File: config.mk
export PLATFORM = sky130hd
export DESIGN_NAME = alc_capture_top
export DESIGN_NICKNAME = d
export VERILOG_FILES = /design/src/core/alc_pkg.sv /design/src/core/alc_capture_top.sv /design/src/core/alc_skid_buf.sv
export SDC_FILE = /design/constraint.sdc
export NUM_CORES = 1
export LEC_CHECK = 0
export BUFFER_PORTS_ARGS = -buffer_cell sky130_fd_sc_hd__buf_4
export CELL_PAD_IN_SITES_DETAIL_PLACEMENT = 2
export CELL_PAD_IN_SITES_GLOBAL_PLACEMENT = 2
export CORE_MARGIN = 2
export CORE_UTILIZATION = 42
export CTS_BUF_LIST = sky130_fd_sc_hd__clkbuf_8 sky130_fd_sc_hd__clkbuf_16
export DETAILED_ROUTE_END_ITERATION = 12
export PLACE_DENSITY_LB_ADDON = 0.05
export SETUP_SLACK_MARGIN = 0.2
export SYNTH_ARGS = -nofsm -noshare
export SYNTH_HDL_FRONTEND = slang
export SYNTH_SLANG_ARGS = --single-unit
File: constraint.sdc
create_clock -name core_clk_in -period 10.83 [get_ports core_clk_in]
set_clock_uncertainty 0.1 [all_clocks]
set_input_delay 1.6245 -clock core_clk_in [delete_from_list [all_inputs] [get_ports core_clk_in]]
set_output_delay 1.6245 -clock core_clk_in [all_outputs]
set_load 0.1 [all_outputs]
File: src/core/alc_pkg.sv
`default_nettype none
package alc_pkg;
  // Register offsets
  localparam logic [6:0] OFS_TAP = 7'h00;
  localparam logic [6:0] OFS_MODE = 7'h04;
  localparam logic [6:0] OFS_TRIM = 7'h08;
  localparam logic [6:0] OFS_RSVD_A = 7'h0C;
  localparam logic [6:0] OFS_RSVD_B = 7'h10;
  localparam logic [6:0] OFS_IEN = 7'h14;
  localparam logic [6:0] OFS_ISRC = 7'h18;
  localparam logic [6:0] OFS_IFLG = 7'h1C;
  localparam logic [6:0] OFS_LIMIT = 7'h20;
  // Writable bit masks
  localparam logic [31:0] MASK_TAP = 32'h000003FF;
  localparam logic [31:0] MASK_MODE = 32'hFFFF007F;
  localparam logic [31:0] MASK_TRIM = 32'hFFFFFFFF;
  localparam logic [31:0] MASK_IEN = 32'h00000003;
  // Reset values
  localparam logic [8:0] RST_TAP = 9'h000;
  localparam logic [15:0] RST_THRESH = 16'h0004;
  localparam logic [1:0] RST_LED_SEL = 2'h0;
  localparam logic RST_PWDN = 1'b0;
  localparam logic RST_DITHER = 1'b0;
  localparam logic RST_TWOS = 1'b0;
  localparam logic [1:0] RST_INT_DLY = 2'h0;
  localparam logic [15:0] RST_GAIN = 16'h4000;
  localparam logic [15:0] RST_OFFSET = 16'h0000;
  localparam logic [1:0] RST_IEN = 2'h0;
  // Bus responses
  localparam logic [1:0] RESP_OKAY = 2'h0;
  localparam logic [1:0] RESP_DECERR = 2'h3;
  // Sample arithmetic
  localparam int GAIN_FRAC = 14;
  localparam logic [15:0] FS_POS = 16'h7FFF;
  localparam logic [15:0] FS_NEG = 16'h8000;
  localparam logic [15:0] CNT_MAX = 16'hFFFF;
  localparam logic signed [18:0] SAT_MAX = 19'sh07FFF;
  localparam logic signed [18:0] SAT_MIN = 19'sh78000;

  typedef enum logic [1:0] {
    LED_INPUT = 2'h0,
    LED_TRIM = 2'h1,
    LED_EXT = 2'h2,
    LED_OFF = 2'h3
  } alc_led_e;

  typedef struct packed {
    logic [21:0] rsvd;
    logic load;
    logic [8:0] tap;
  } alc_tap_s;

  typedef struct packed {
    logic [15:0] thresh;
    logic [8:0] rsvd;
    logic [1:0] led_sel;
    logic pwdn;
    logic dither;
    logic twos;
    logic [1:0] int_dly;
  } alc_mode_s;

  typedef struct packed {
    logic [15:0] gain;
    logic [15:0] offset;
  } alc_trim_s;

  typedef struct packed {
    logic trim_ovld;
    logic adc_ovld;
  } alc_irq_s;
endpackage
`default_nettype wire

File: src/core/alc_capture_top.sv
`timescale 1ns/1ps
`default_nettype none
module alc_capture_top #(
  parameter logic [8:0] INIT_TAP_DELAY = alc_pkg::RST_TAP,
  parameter logic [1:0] INIT_LED_SELECT = alc_pkg::RST_LED_SEL,
  parameter logic [15:0] INIT_OVLD_THRESH = alc_pkg::RST_THRESH,
  parameter int BUF_DEPTH = 2
) (
  input wire logic core_clk_in,
  input wire logic reset_n_in,
  input wire logic [7:0] data_pair_pos_in,
  input wire logic [7:0] data_pair_neg_in,
  input wire logic sample_clk_in,
  input wire logic ext_led_src_in,
  output logic power_down_out,
  output logic dither_out,
  output logic ovld_led_n_out,
  output logic adc_ovld_out,
  output logic trim_ovld_out,
  output logic [8:0] tap_delay_out,
  output logic tap_load_out,
  input wire logic [6:0] s_axi_csr_awaddr_in,
  input wire logic s_axi_csr_awvalid_in,
  output logic s_axi_csr_awready_out,
  input wire logic [31:0] s_axi_csr_wdata_in,
  input wire logic [3:0] s_axi_csr_wstrb_in,
  input wire logic s_axi_csr_wvalid_in,
  output logic s_axi_csr_wready_out,
  output logic [1:0] s_axi_csr_bresp_out,
  output logic s_axi_csr_bvalid_out,
  input wire logic s_axi_csr_bready_in,
  input wire logic [6:0] s_axi_csr_araddr_in,
  input wire logic s_axi_csr_arvalid_in,
  output logic s_axi_csr_arready_out,
  output logic [31:0] s_axi_csr_rdata_out,
  output logic [1:0] s_axi_csr_rresp_out,
  output logic s_axi_csr_rvalid_out,
  input wire logic s_axi_csr_rready_in,
  output logic irq_out,
  output logic [15:0] m_axis_tdata_out,
  output logic m_axis_tvalid_out,
  input wire logic m_axis_tready_in
);
  import alc_pkg::*;

  localparam alc_tap_s TAP_INIT = '{rsvd: '0, load: 1'b0,
    tap: INIT_TAP_DELAY};
  localparam alc_mode_s MODE_INIT = '{thresh: INIT_OVLD_THRESH,
    rsvd: '0, led_sel: INIT_LED_SELECT, pwdn: RST_PWDN,
    dither: RST_DITHER, twos: RST_TWOS, int_dly: RST_INT_DLY};
  localparam alc_trim_s TRIM_INIT = '{gain: RST_GAIN, offset: RST_OFFSET};

  // Capture state
  logic [16:0] pin_s1, pin_sync;
  logic [8:0] pin_s2;
  logic clk_s3;
  logic [7:0] even_bits, next_even_bits;
  logic [15:0] raw_word, next_raw_word;
  logic raw_stb, next_raw_stb;

  // Differential decode only after both synchroniser stages
  assign pin_s2 = {pin_sync[16], pin_sync[7:0] & ~pin_sync[15:8]};

  // Even bits on rising sample clock, odd bits and word on falling
  always_comb begin
    next_even_bits = even_bits;
    next_raw_word = raw_word;
    next_raw_stb = 1'b0;
    if (pin_s2[8] && !clk_s3) begin
      next_even_bits = pin_s2[7:0];
    end
    if (!pin_s2[8] && clk_s3) begin
      for (int k = 0; k < 8; k++) begin
        next_raw_word[2*k] = even_bits[k];
        next_raw_word[2*k+1] = pin_s2[k];
      end
      next_raw_stb = 1'b1;
    end
  end

  always_ff @(posedge core_clk_in or negedge reset_n_in) begin
    if (!reset_n_in) begin
      pin_s1 <= '0;
      pin_sync <= '0;
      clk_s3 <= 1'b0;
      even_bits <= '0;
      raw_word <= '0;
      raw_stb <= 1'b0;
    end else begin
      pin_s1 <= {sample_clk_in, data_pair_neg_in, data_pair_pos_in};
      pin_sync <= pin_s1;
      clk_s3 <= pin_s2[8];
      even_bits <= next_even_bits;
      raw_word <= next_raw_word;
      raw_stb <= next_raw_stb;
    end
  end

  // Register state
  alc_tap_s tap_reg, next_tap_reg;
  alc_mode_s mode, next_mode;
  alc_trim_s trim, next_trim;
  alc_irq_s ien, next_ien, flags, next_flags, status_q, status;
  alc_irq_s rise, clr;
  logic irq, next_irq, tap_load, next_tap_load;
  logic bvalid, next_bvalid, rvalid, next_rvalid;
  logic [1:0] bresp, next_bresp, rresp, next_rresp;
  logic [31:0] rdata, next_rdata;
  logic wr_go, rd_go;
  logic [6:0] wr_word, rd_word;

  // Sample path state
  logic [3:0][15:0] dline, next_dline;
  logic [15:0] ovl_cnt, next_ovl_cnt, adc_word, next_adc_word;
  logic adc_stb, next_adc_stb, adc_ovld, next_adc_ovld;
  logic [15:0] out_word, next_out_word;
  logic out_valid, next_out_valid, trim_ovld, next_trim_ovld;
  logic buf_in_ready, led_n, next_led_n;

  function automatic logic [31:0] merge(input logic [31:0] old,
    input logic [31:0] wd, input logic [3:0] st, input logic [31:0] msk);
    logic [31:0] r;
    r = old;
    for (int b = 0; b < 4; b++) begin
      if (st[b]) begin
        r[8*b +: 8] = wd[8*b +: 8];
      end
    end
    return r & msk;
  endfunction

  // Bus handshakes, one write and one read at a time
  assign wr_go = s_axi_csr_awvalid_in && s_axi_csr_wvalid_in && !bvalid;
  assign rd_go = s_axi_csr_arvalid_in && !rvalid;
  assign s_axi_csr_awready_out = wr_go;
  assign s_axi_csr_wready_out = wr_go;
  assign s_axi_csr_arready_out = rd_go;
  assign wr_word = {s_axi_csr_awaddr_in[6:2], 2'b00};
  assign rd_word = {s_axi_csr_araddr_in[6:2], 2'b00};
  assign status = '{trim_ovld: trim_ovld, adc_ovld: adc_ovld};
  assign rise = status & ~status_q;
  assign clr = (rd_go && rd_word == OFS_IFLG) ? flags : '0;

  // Register writes, reads, flags and interrupt
  always_comb begin
    next_tap_reg = tap_reg;
    next_mode = mode;
    next_trim = trim;
    next_ien = ien;
    next_bvalid = bvalid;
    next_bresp = bresp;
    next_rvalid = rvalid;
    next_rresp = rresp;
    next_rdata = rdata;
    if (wr_go) begin
      next_bvalid = 1'b1;
      next_bresp = (s_axi_csr_awaddr_in >= OFS_LIMIT) ? RESP_DECERR :
        RESP_OKAY;
      unique case (wr_word)
        OFS_TAP: next_tap_reg = merge(tap_reg, s_axi_csr_wdata_in,
          s_axi_csr_wstrb_in, MASK_TAP);
        OFS_MODE: next_mode = merge(mode, s_axi_csr_wdata_in,
          s_axi_csr_wstrb_in, MASK_MODE);
        OFS_TRIM: next_trim = merge(trim, s_axi_csr_wdata_in,
          s_axi_csr_wstrb_in, MASK_TRIM);
        OFS_IEN: next_ien = 2'(merge(32'(ien), s_axi_csr_wdata_in,
          s_axi_csr_wstrb_in, MASK_IEN));
        default: next_ien = ien;
      endcase
    end else if (s_axi_csr_bready_in) begin
      next_bvalid = 1'b0;
    end
    if (rd_go) begin
      next_rvalid = 1'b1;
      next_rresp = (s_axi_csr_araddr_in >= OFS_LIMIT) ? RESP_DECERR :
        RESP_OKAY;
      unique case (rd_word)
        OFS_TAP: next_rdata = tap_reg;
        OFS_MODE: next_rdata = mode;
        OFS_TRIM: next_rdata = trim;
        OFS_IEN: next_rdata = {30'h0, ien};
        OFS_ISRC: next_rdata = {30'h0, status};
        OFS_IFLG: next_rdata = {30'h0, flags};
        default: next_rdata = 32'h0;
      endcase
    end else if (s_axi_csr_rready_in) begin
      next_rvalid = 1'b0;
    end
    next_tap_load = tap_reg.load && !next_tap_reg.load;
    next_flags = (flags & ~clr) | rise;
    // Events in adjacent cycles merge into one pulse
    next_irq = !irq && |(rise & ien & (~flags | clr));
  end

  always_ff @(posedge core_clk_in or negedge reset_n_in) begin
    if (!reset_n_in) begin
      tap_reg <= TAP_INIT;
      mode <= MODE_INIT;
      trim <= TRIM_INIT;
      ien <= RST_IEN;
      flags <= '0;
      status_q <= '0;
      irq <= 1'b0;
      tap_load <= 1'b0;
      bvalid <= 1'b0;
      bresp <= RESP_OKAY;
      rvalid <= 1'b0;
      rresp <= RESP_OKAY;
      rdata <= 32'h0;
    end else begin
      tap_reg <= next_tap_reg;
      mode <= next_mode;
      trim <= next_trim;
      ien <= next_ien;
      flags <= next_flags;
      status_q <= status;
      irq <= next_irq;
      tap_load <= next_tap_load;
      bvalid <= next_bvalid;
      bresp <= next_bresp;
      rvalid <= next_rvalid;
      rresp <= next_rresp;
      rdata <= next_rdata;
    end
  end

  // Format, integer delay and input overload detection
  always_comb begin
    next_dline = dline;
    next_ovl_cnt = ovl_cnt;
    next_adc_word = adc_word;
    next_adc_stb = 1'b0;
    next_adc_ovld = adc_ovld;
    if (raw_stb) begin
      next_dline = {dline[2:0], raw_word ^ {mode.twos, 15'h0000}};
      next_adc_word = next_dline[mode.int_dly];
      next_adc_stb = 1'b1;
      if (next_adc_word == FS_POS || next_adc_word == FS_NEG) begin
        next_ovl_cnt = (ovl_cnt == CNT_MAX) ? ovl_cnt : ovl_cnt + 1'b1;
        next_adc_ovld = (next_ovl_cnt >= mode.thresh);
      end else begin
        next_ovl_cnt = 16'h0000;
        next_adc_ovld = 1'b0;
      end
    end
  end

  // Gain and offset trim with saturation
  logic signed [31:0] prod;
  logic signed [18:0] sum;
  logic sat_hi, sat_lo;
  logic [15:0] trimmed;
  always_comb begin
    prod = $signed(adc_word) * $signed(trim.gain);
    sum = 19'(prod >>> GAIN_FRAC) + 19'($signed(trim.offset));
    sat_hi = (sum > SAT_MAX);
    sat_lo = (sum < SAT_MIN);
    trimmed = sat_hi ? FS_POS : (sat_lo ? FS_NEG : sum[15:0]);
  end

  // Output stage held while the buffer is full
  always_comb begin
    next_out_word = out_word;
    next_out_valid = out_valid;
    next_trim_ovld = trim_ovld;
    if (out_valid && buf_in_ready) begin
      next_out_valid = 1'b0;
    end
    if (adc_stb && (!out_valid || buf_in_ready)) begin
      next_out_word = trimmed;
      next_out_valid = 1'b1;
      next_trim_ovld = sat_hi || sat_lo;
    end
  end

  // LED source selection
  always_comb begin
    unique case (alc_led_e'(mode.led_sel))
      LED_INPUT: next_led_n = !adc_ovld;
      LED_TRIM: next_led_n = !trim_ovld;
      LED_EXT: next_led_n = !ext_led_src_in;
      LED_OFF: next_led_n = 1'b1;
    endcase
  end

  always_ff @(posedge core_clk_in or negedge reset_n_in) begin
    if (!reset_n_in) begin
      dline <= '0;
      ovl_cnt <= 16'h0000;
      adc_word <= 16'h0000;
      adc_stb <= 1'b0;
      adc_ovld <= 1'b0;
      out_word <= 16'h0000;
      out_valid <= 1'b0;
      trim_ovld <= 1'b0;
      led_n <= 1'b1;
    end else begin
      dline <= next_dline;
      ovl_cnt <= next_ovl_cnt;
      adc_word <= next_adc_word;
      adc_stb <= next_adc_stb;
      adc_ovld <= next_adc_ovld;
      out_word <= next_out_word;
      out_valid <= next_out_valid;
      trim_ovld <= next_trim_ovld;
      led_n <= next_led_n;
    end
  end

  alc_skid_buf #(.WIDTH(16), .DEPTH(BUF_DEPTH)) u_buf (
    .core_clk_in(core_clk_in),
    .reset_n_in(reset_n_in),
    .in_data_in(out_word),
    .in_valid_in(out_valid),
    .in_ready_out(buf_in_ready),
    .out_data_out(m_axis_tdata_out),
    .out_valid_out(m_axis_tvalid_out),
    .out_ready_in(m_axis_tready_in)
  );

  // Pins and bus outputs from registers
  assign power_down_out = mode.pwdn;
  assign dither_out = mode.dither;
  assign ovld_led_n_out = led_n;
  assign adc_ovld_out = adc_ovld;
  assign trim_ovld_out = trim_ovld;
  assign tap_delay_out = tap_reg.tap;
  assign tap_load_out = tap_load;
  assign irq_out = irq;
  assign s_axi_csr_bresp_out = bresp;
  assign s_axi_csr_bvalid_out = bvalid;
  assign s_axi_csr_rdata_out = rdata;
  assign s_axi_csr_rresp_out = rresp;
  assign s_axi_csr_rvalid_out = rvalid;

  logic mode_wr;
  assign mode_wr = wr_go && wr_word == OFS_MODE && s_axi_csr_wstrb_in[0];
endmodule
`default_nettype wire

File: src/core/alc_skid_buf.sv
`timescale 1ns/1ps
`default_nettype none
module alc_skid_buf #(
  parameter int WIDTH = 16,
  parameter int DEPTH = 2
) (
  input wire logic core_clk_in,
  input wire logic reset_n_in,
  input wire logic [WIDTH-1:0] in_data_in,
  input wire logic in_valid_in,
  output logic in_ready_out,
  output logic [WIDTH-1:0] out_data_out,
  output logic out_valid_out,
  input wire logic out_ready_in
);
  localparam int PTR_W = (DEPTH > 1) ? $clog2(DEPTH) : 1;
  localparam int CNT_W = $clog2(DEPTH + 1);
  logic [DEPTH-1:0][WIDTH-1:0] mem, next_mem;
  logic [PTR_W-1:0] wr_ptr, rd_ptr, next_wr_ptr, next_rd_ptr;
  logic [CNT_W-1:0] count, next_count;
  logic push, pop;

  // Handshakes from the fill level
  assign in_ready_out = (count != CNT_W'(DEPTH));
  assign out_valid_out = (count != '0);
  assign out_data_out = mem[rd_ptr];
  assign push = in_valid_in && in_ready_out;
  assign pop = out_valid_out && out_ready_in;

  // Pointer and storage update
  always_comb begin
    next_mem = mem;
    next_wr_ptr = wr_ptr;
    next_rd_ptr = rd_ptr;
    next_count = count;
    if (push) begin
      next_mem[wr_ptr] = in_data_in;
      next_wr_ptr = (wr_ptr == PTR_W'(DEPTH - 1)) ? '0 : wr_ptr + 1'b1;
    end
    if (pop) begin
      next_rd_ptr = (rd_ptr == PTR_W'(DEPTH - 1)) ? '0 : rd_ptr + 1'b1;
    end
    if (push && !pop) begin
      next_count = count + 1'b1;
    end else if (pop && !push) begin
      next_count = count - 1'b1;
    end
  end

  always_ff @(posedge core_clk_in or negedge reset_n_in) begin
    if (!reset_n_in) begin
      mem <= '0;
      wr_ptr <= '0;
      rd_ptr <= '0;
      count <= '0;
    end else begin
      mem <= next_mem;
      wr_ptr <= next_wr_ptr;
      rd_ptr <= next_rd_ptr;
      count <= next_count;
    end
  end
endmodule
`default_nettype wire

==> qor.yml <==
synthesis:
  syn-num-nets: 2647
  yosysSeqAreaShare_pct: 32.7
  netlist_area_um2: 23400
  avgSynthCellArea_um2: 10.7
  synth_ff_type: "dfrtp_1"
  yosysUniqueCellTypes: 77
  synth_warnings: 0
  yosysTopAreaCell: "dfrtp_1"
  synth_cells: 2192
  synth_area_leaders: "dfrtp_1 (32%), fa_1 (22%), mux2_2 (8.6%)"
  async_reset_ff_share_pct: 100
  synth_edf_count: 0
  ys_ff_latch: 306
  synth_top_area_share_pct: 32.4
clock_tree:
  clock-sinks: 306
  cts-hold-fix-buffers: 0
  root_buffer: "clkbuf_16"
  cts_tree: "done"
  cts_inserted_buffers: 36
  htreeDepth: 2
  clkTransAtPathRegs_ps: 60
  cts_resized: 0
  postCtsSetupRepairBufs: 0
  insertion_delay_ps: 550
  cts_buffer_depth: 3
critical_path:
  required_ps: 11110
  r2r-end: "out_word[12]$_DFFE_PN0P_"
  cp_slowest_stage_delay_ps: 1040
  r2r_start: "trim[18]$_DFFE_PN0P_"
  startpoint: "trim[18]$_DFFE_PN0P_"
  cp_max_fo: 18
  crit_path_end_kind: "flop"
  reg2reg_depth: 28
  slowest_stage: "dfrtp_1"
  arrival_ps: 10110
  reg2reg_slack_ps: 1000
  critPathLaunchType: "flop"
  criticalPathCategory: "flop to flop"
  cp_common_cell: "fa_1"
  endpoint: "out_word[12]$_DFFE_PN0P_"
timing:
  setup_tns_ps: 0
  slew_headroom_pct: 28.6
  setup_viol: 0
  final_hold_viol_count: 0
  timing.fmax_mhz: 102
  post-route-min-period_ps: 9830
  worst_pin_slew_ps: 1070
  post-route-period-util_pct: 90.8
  rsz0062_at_grt: "false"
  maxSlewViolCount: 0
  holdWs_ps: 245
detailed_routing:
  drt_wl_total_um: 68600
  ant_nets: 0
  drc: 0
  drt_iter0_drc: 561
  avgViaCountPerCell: 5.28
  firstDrtPassIters: 4
  wl_per_cell_um: 22.3
  vias: 16200
die:
  core.rowCount: 86
  fp.dieW_um: 240
  coreArea_um2: 55100
  start_util_pct: 42.5
  die_area_um2: 57600
  die_h_um: 240
  boundaryPins: 150
layout:
  fin_util_pct: 47.8
  top_register: "dline"
  fillers: 5691
  final_common_cell: "inv_1"
  largest_reg_flops: 48
  syn2layout_area_growth_pct: 12.6
  drive_above_1_share_pct: 19.5
  nets: 2753
  stdcell_area_um2: 26300
  final_cell_mix: "inv_1 (361), dfrtp_1 (302), fa_1 (262)"
power_and_ir_drop:
  p_comb_share_pct: 40.2
  p_leak_nw: 13.1
  switching_share_pct: 41.5
  pwr-share-clk_pct: 25.5
  switching_power_mw: 1.91
  p_int_mw: 2.70
  peakVddDrop_mv: 0.330
  p_per_area_nw_per_um2: 175
  p_seq_share_pct: 34.3
  total_power_mw: 4.61
global_route:
  grt_antenna_before_repair: 1
  gr-total-overflow: 0
  grt_pass1_wl_um: 109000
  grt_usage_pct: 24.9
  grt_pass1_vias: 19200
  grt_max_degree: 105
outcome:
  outcome: "finished clean"
placement:
  portBuffers: 145
  place_hpwl_um: 52700
  placed_area_um2: 25200
  gp_congestion: 0.817
min_path:
  hp-class: "flop to flop"
flow_run:
  cap_violations: 0
==> cell usage after synthesis (19+ instances only) <==
master	count
and2_1	123
a21oi_1	49
a22oi_1	27
clkbuf_1	81
nand2_1	230
mux2_2	179
ha_1	117
o21ai_0	108
xnor2_1	38
nand3_1	19
nand2b_1	21
inv_1	349
a21o_1	20
dfrtp_1	303
nor2_1	60
fa_1	262
==> power by group through the flow <==
stage | clock network (mW) | registers (mW) | logic, mW
after global placement | 0 | 1.57 | 1.81
after global routing | 1.26 | 1.61 | 2.03
final | 1.18 | 1.58 | 1.85
after detailed placement | 0 | 1.60 | 1.87
after floorplan | 0 | 1.50 | 1.40
after CTS | 1.21 | 1.58 | 1.89
==> per-layer routing <==
layer,track usage [%],wire length [µm],part of all wire (%),vias up
met5,0,0,0,-
met4,7.77,2050,3.0,0
met3,2.85,1670,2.4,105
met2,45.2,36200,53,211
met1,30.9,28700,42,8656
li1,-,-,-,7254
==> area by class of cell <==
class                           count  area, µm²  share of cell area, %
Multi-Input combinational cell   1434      14000                   53.1
Sequential cell                   306       7660                   29.1
Inverter                          349       1310                   4.97
Timing Repair Buffer              171       1290                   4.90
Clock buffer                       43       1010                   3.83
Tap cell                          748        936                   3.55
Clock inverter                     20        143                  0.542
Antenna cell                        2       5.00                 0.0190
==> per-stage QoR <==
| step | setup slack (ps) | std cells |
|---|---|---|
| 5_1_grt | 333 | 3072 |
| 6_report | 997 | 3073 |
| 3_3_place_gp | 1350 | 3008 |
| 2_1_floorplan | 2590 | 2192 |
| 3_5_place_dp | 1040 | 3008 |
| 4_1_cts | 998 | 3071 |
==> how the worst min path moves through the flow <==
| stage | start | to | slack (ps) | cells past startpoint |
|---|---|---|---|---|
| 2_1_floorplan | pin_s1[0]$_DFF_PN0_ | pin_sync[0]$_DFF_PN0_ | 230 | 0 |
| 4_1_cts | pin_s1[9]$_DFF_PN0_ | pin_sync[9]$_DFF_PN0_ | 250 | 0 |
| 3_3_place_gp | pin_s1[14]$_DFF_PN0_ | pin_sync[14]$_DFF_PN0_ | 230 | 0 |
| 6_report | pin_s1[9]$_DFF_PN0_ | pin_sync[9]$_DFF_PN0_ | 240 | 0 |
| 5_1_grt | pin_s1[7]$_DFF_PN0_ | pin_sync[7]$_DFF_PN0_ | 260 | 0 |
| 3_5_place_dp | pin_s1[9]$_DFF_PN0_ | pin_sync[9]$_DFF_PN0_ | 240 | 0 |
==> cells by family (layout without fill, tap and decap cells) <==
family                     Yosys count  after routing  synth area share (%)
and+or+nand+nor                    527            527                  11.0
buffers and inverters              452            583                  7.59
adders and majority gates          379            379                  28.7
DFF                                306            306                  32.7
AOI/OAI and AO/OA                  275            275                  7.57
muxes                              198            198                  10.3
xor gates and xnor gates            55             55                  2.09
other                                0              2                     0
==> critical path: cells and delay by family, from the launching register on <==
family | cells | cell delay (ps)
xor+xnor | 1 | 120
buf+inv | 3 | 150
compound gates | 10 | 3490
simple gates | 6 | 1430
fa+ha+maj | 8 | 3310
flops | 1 | 1040
Note: power is estimated with default switching activity, not from simulation.
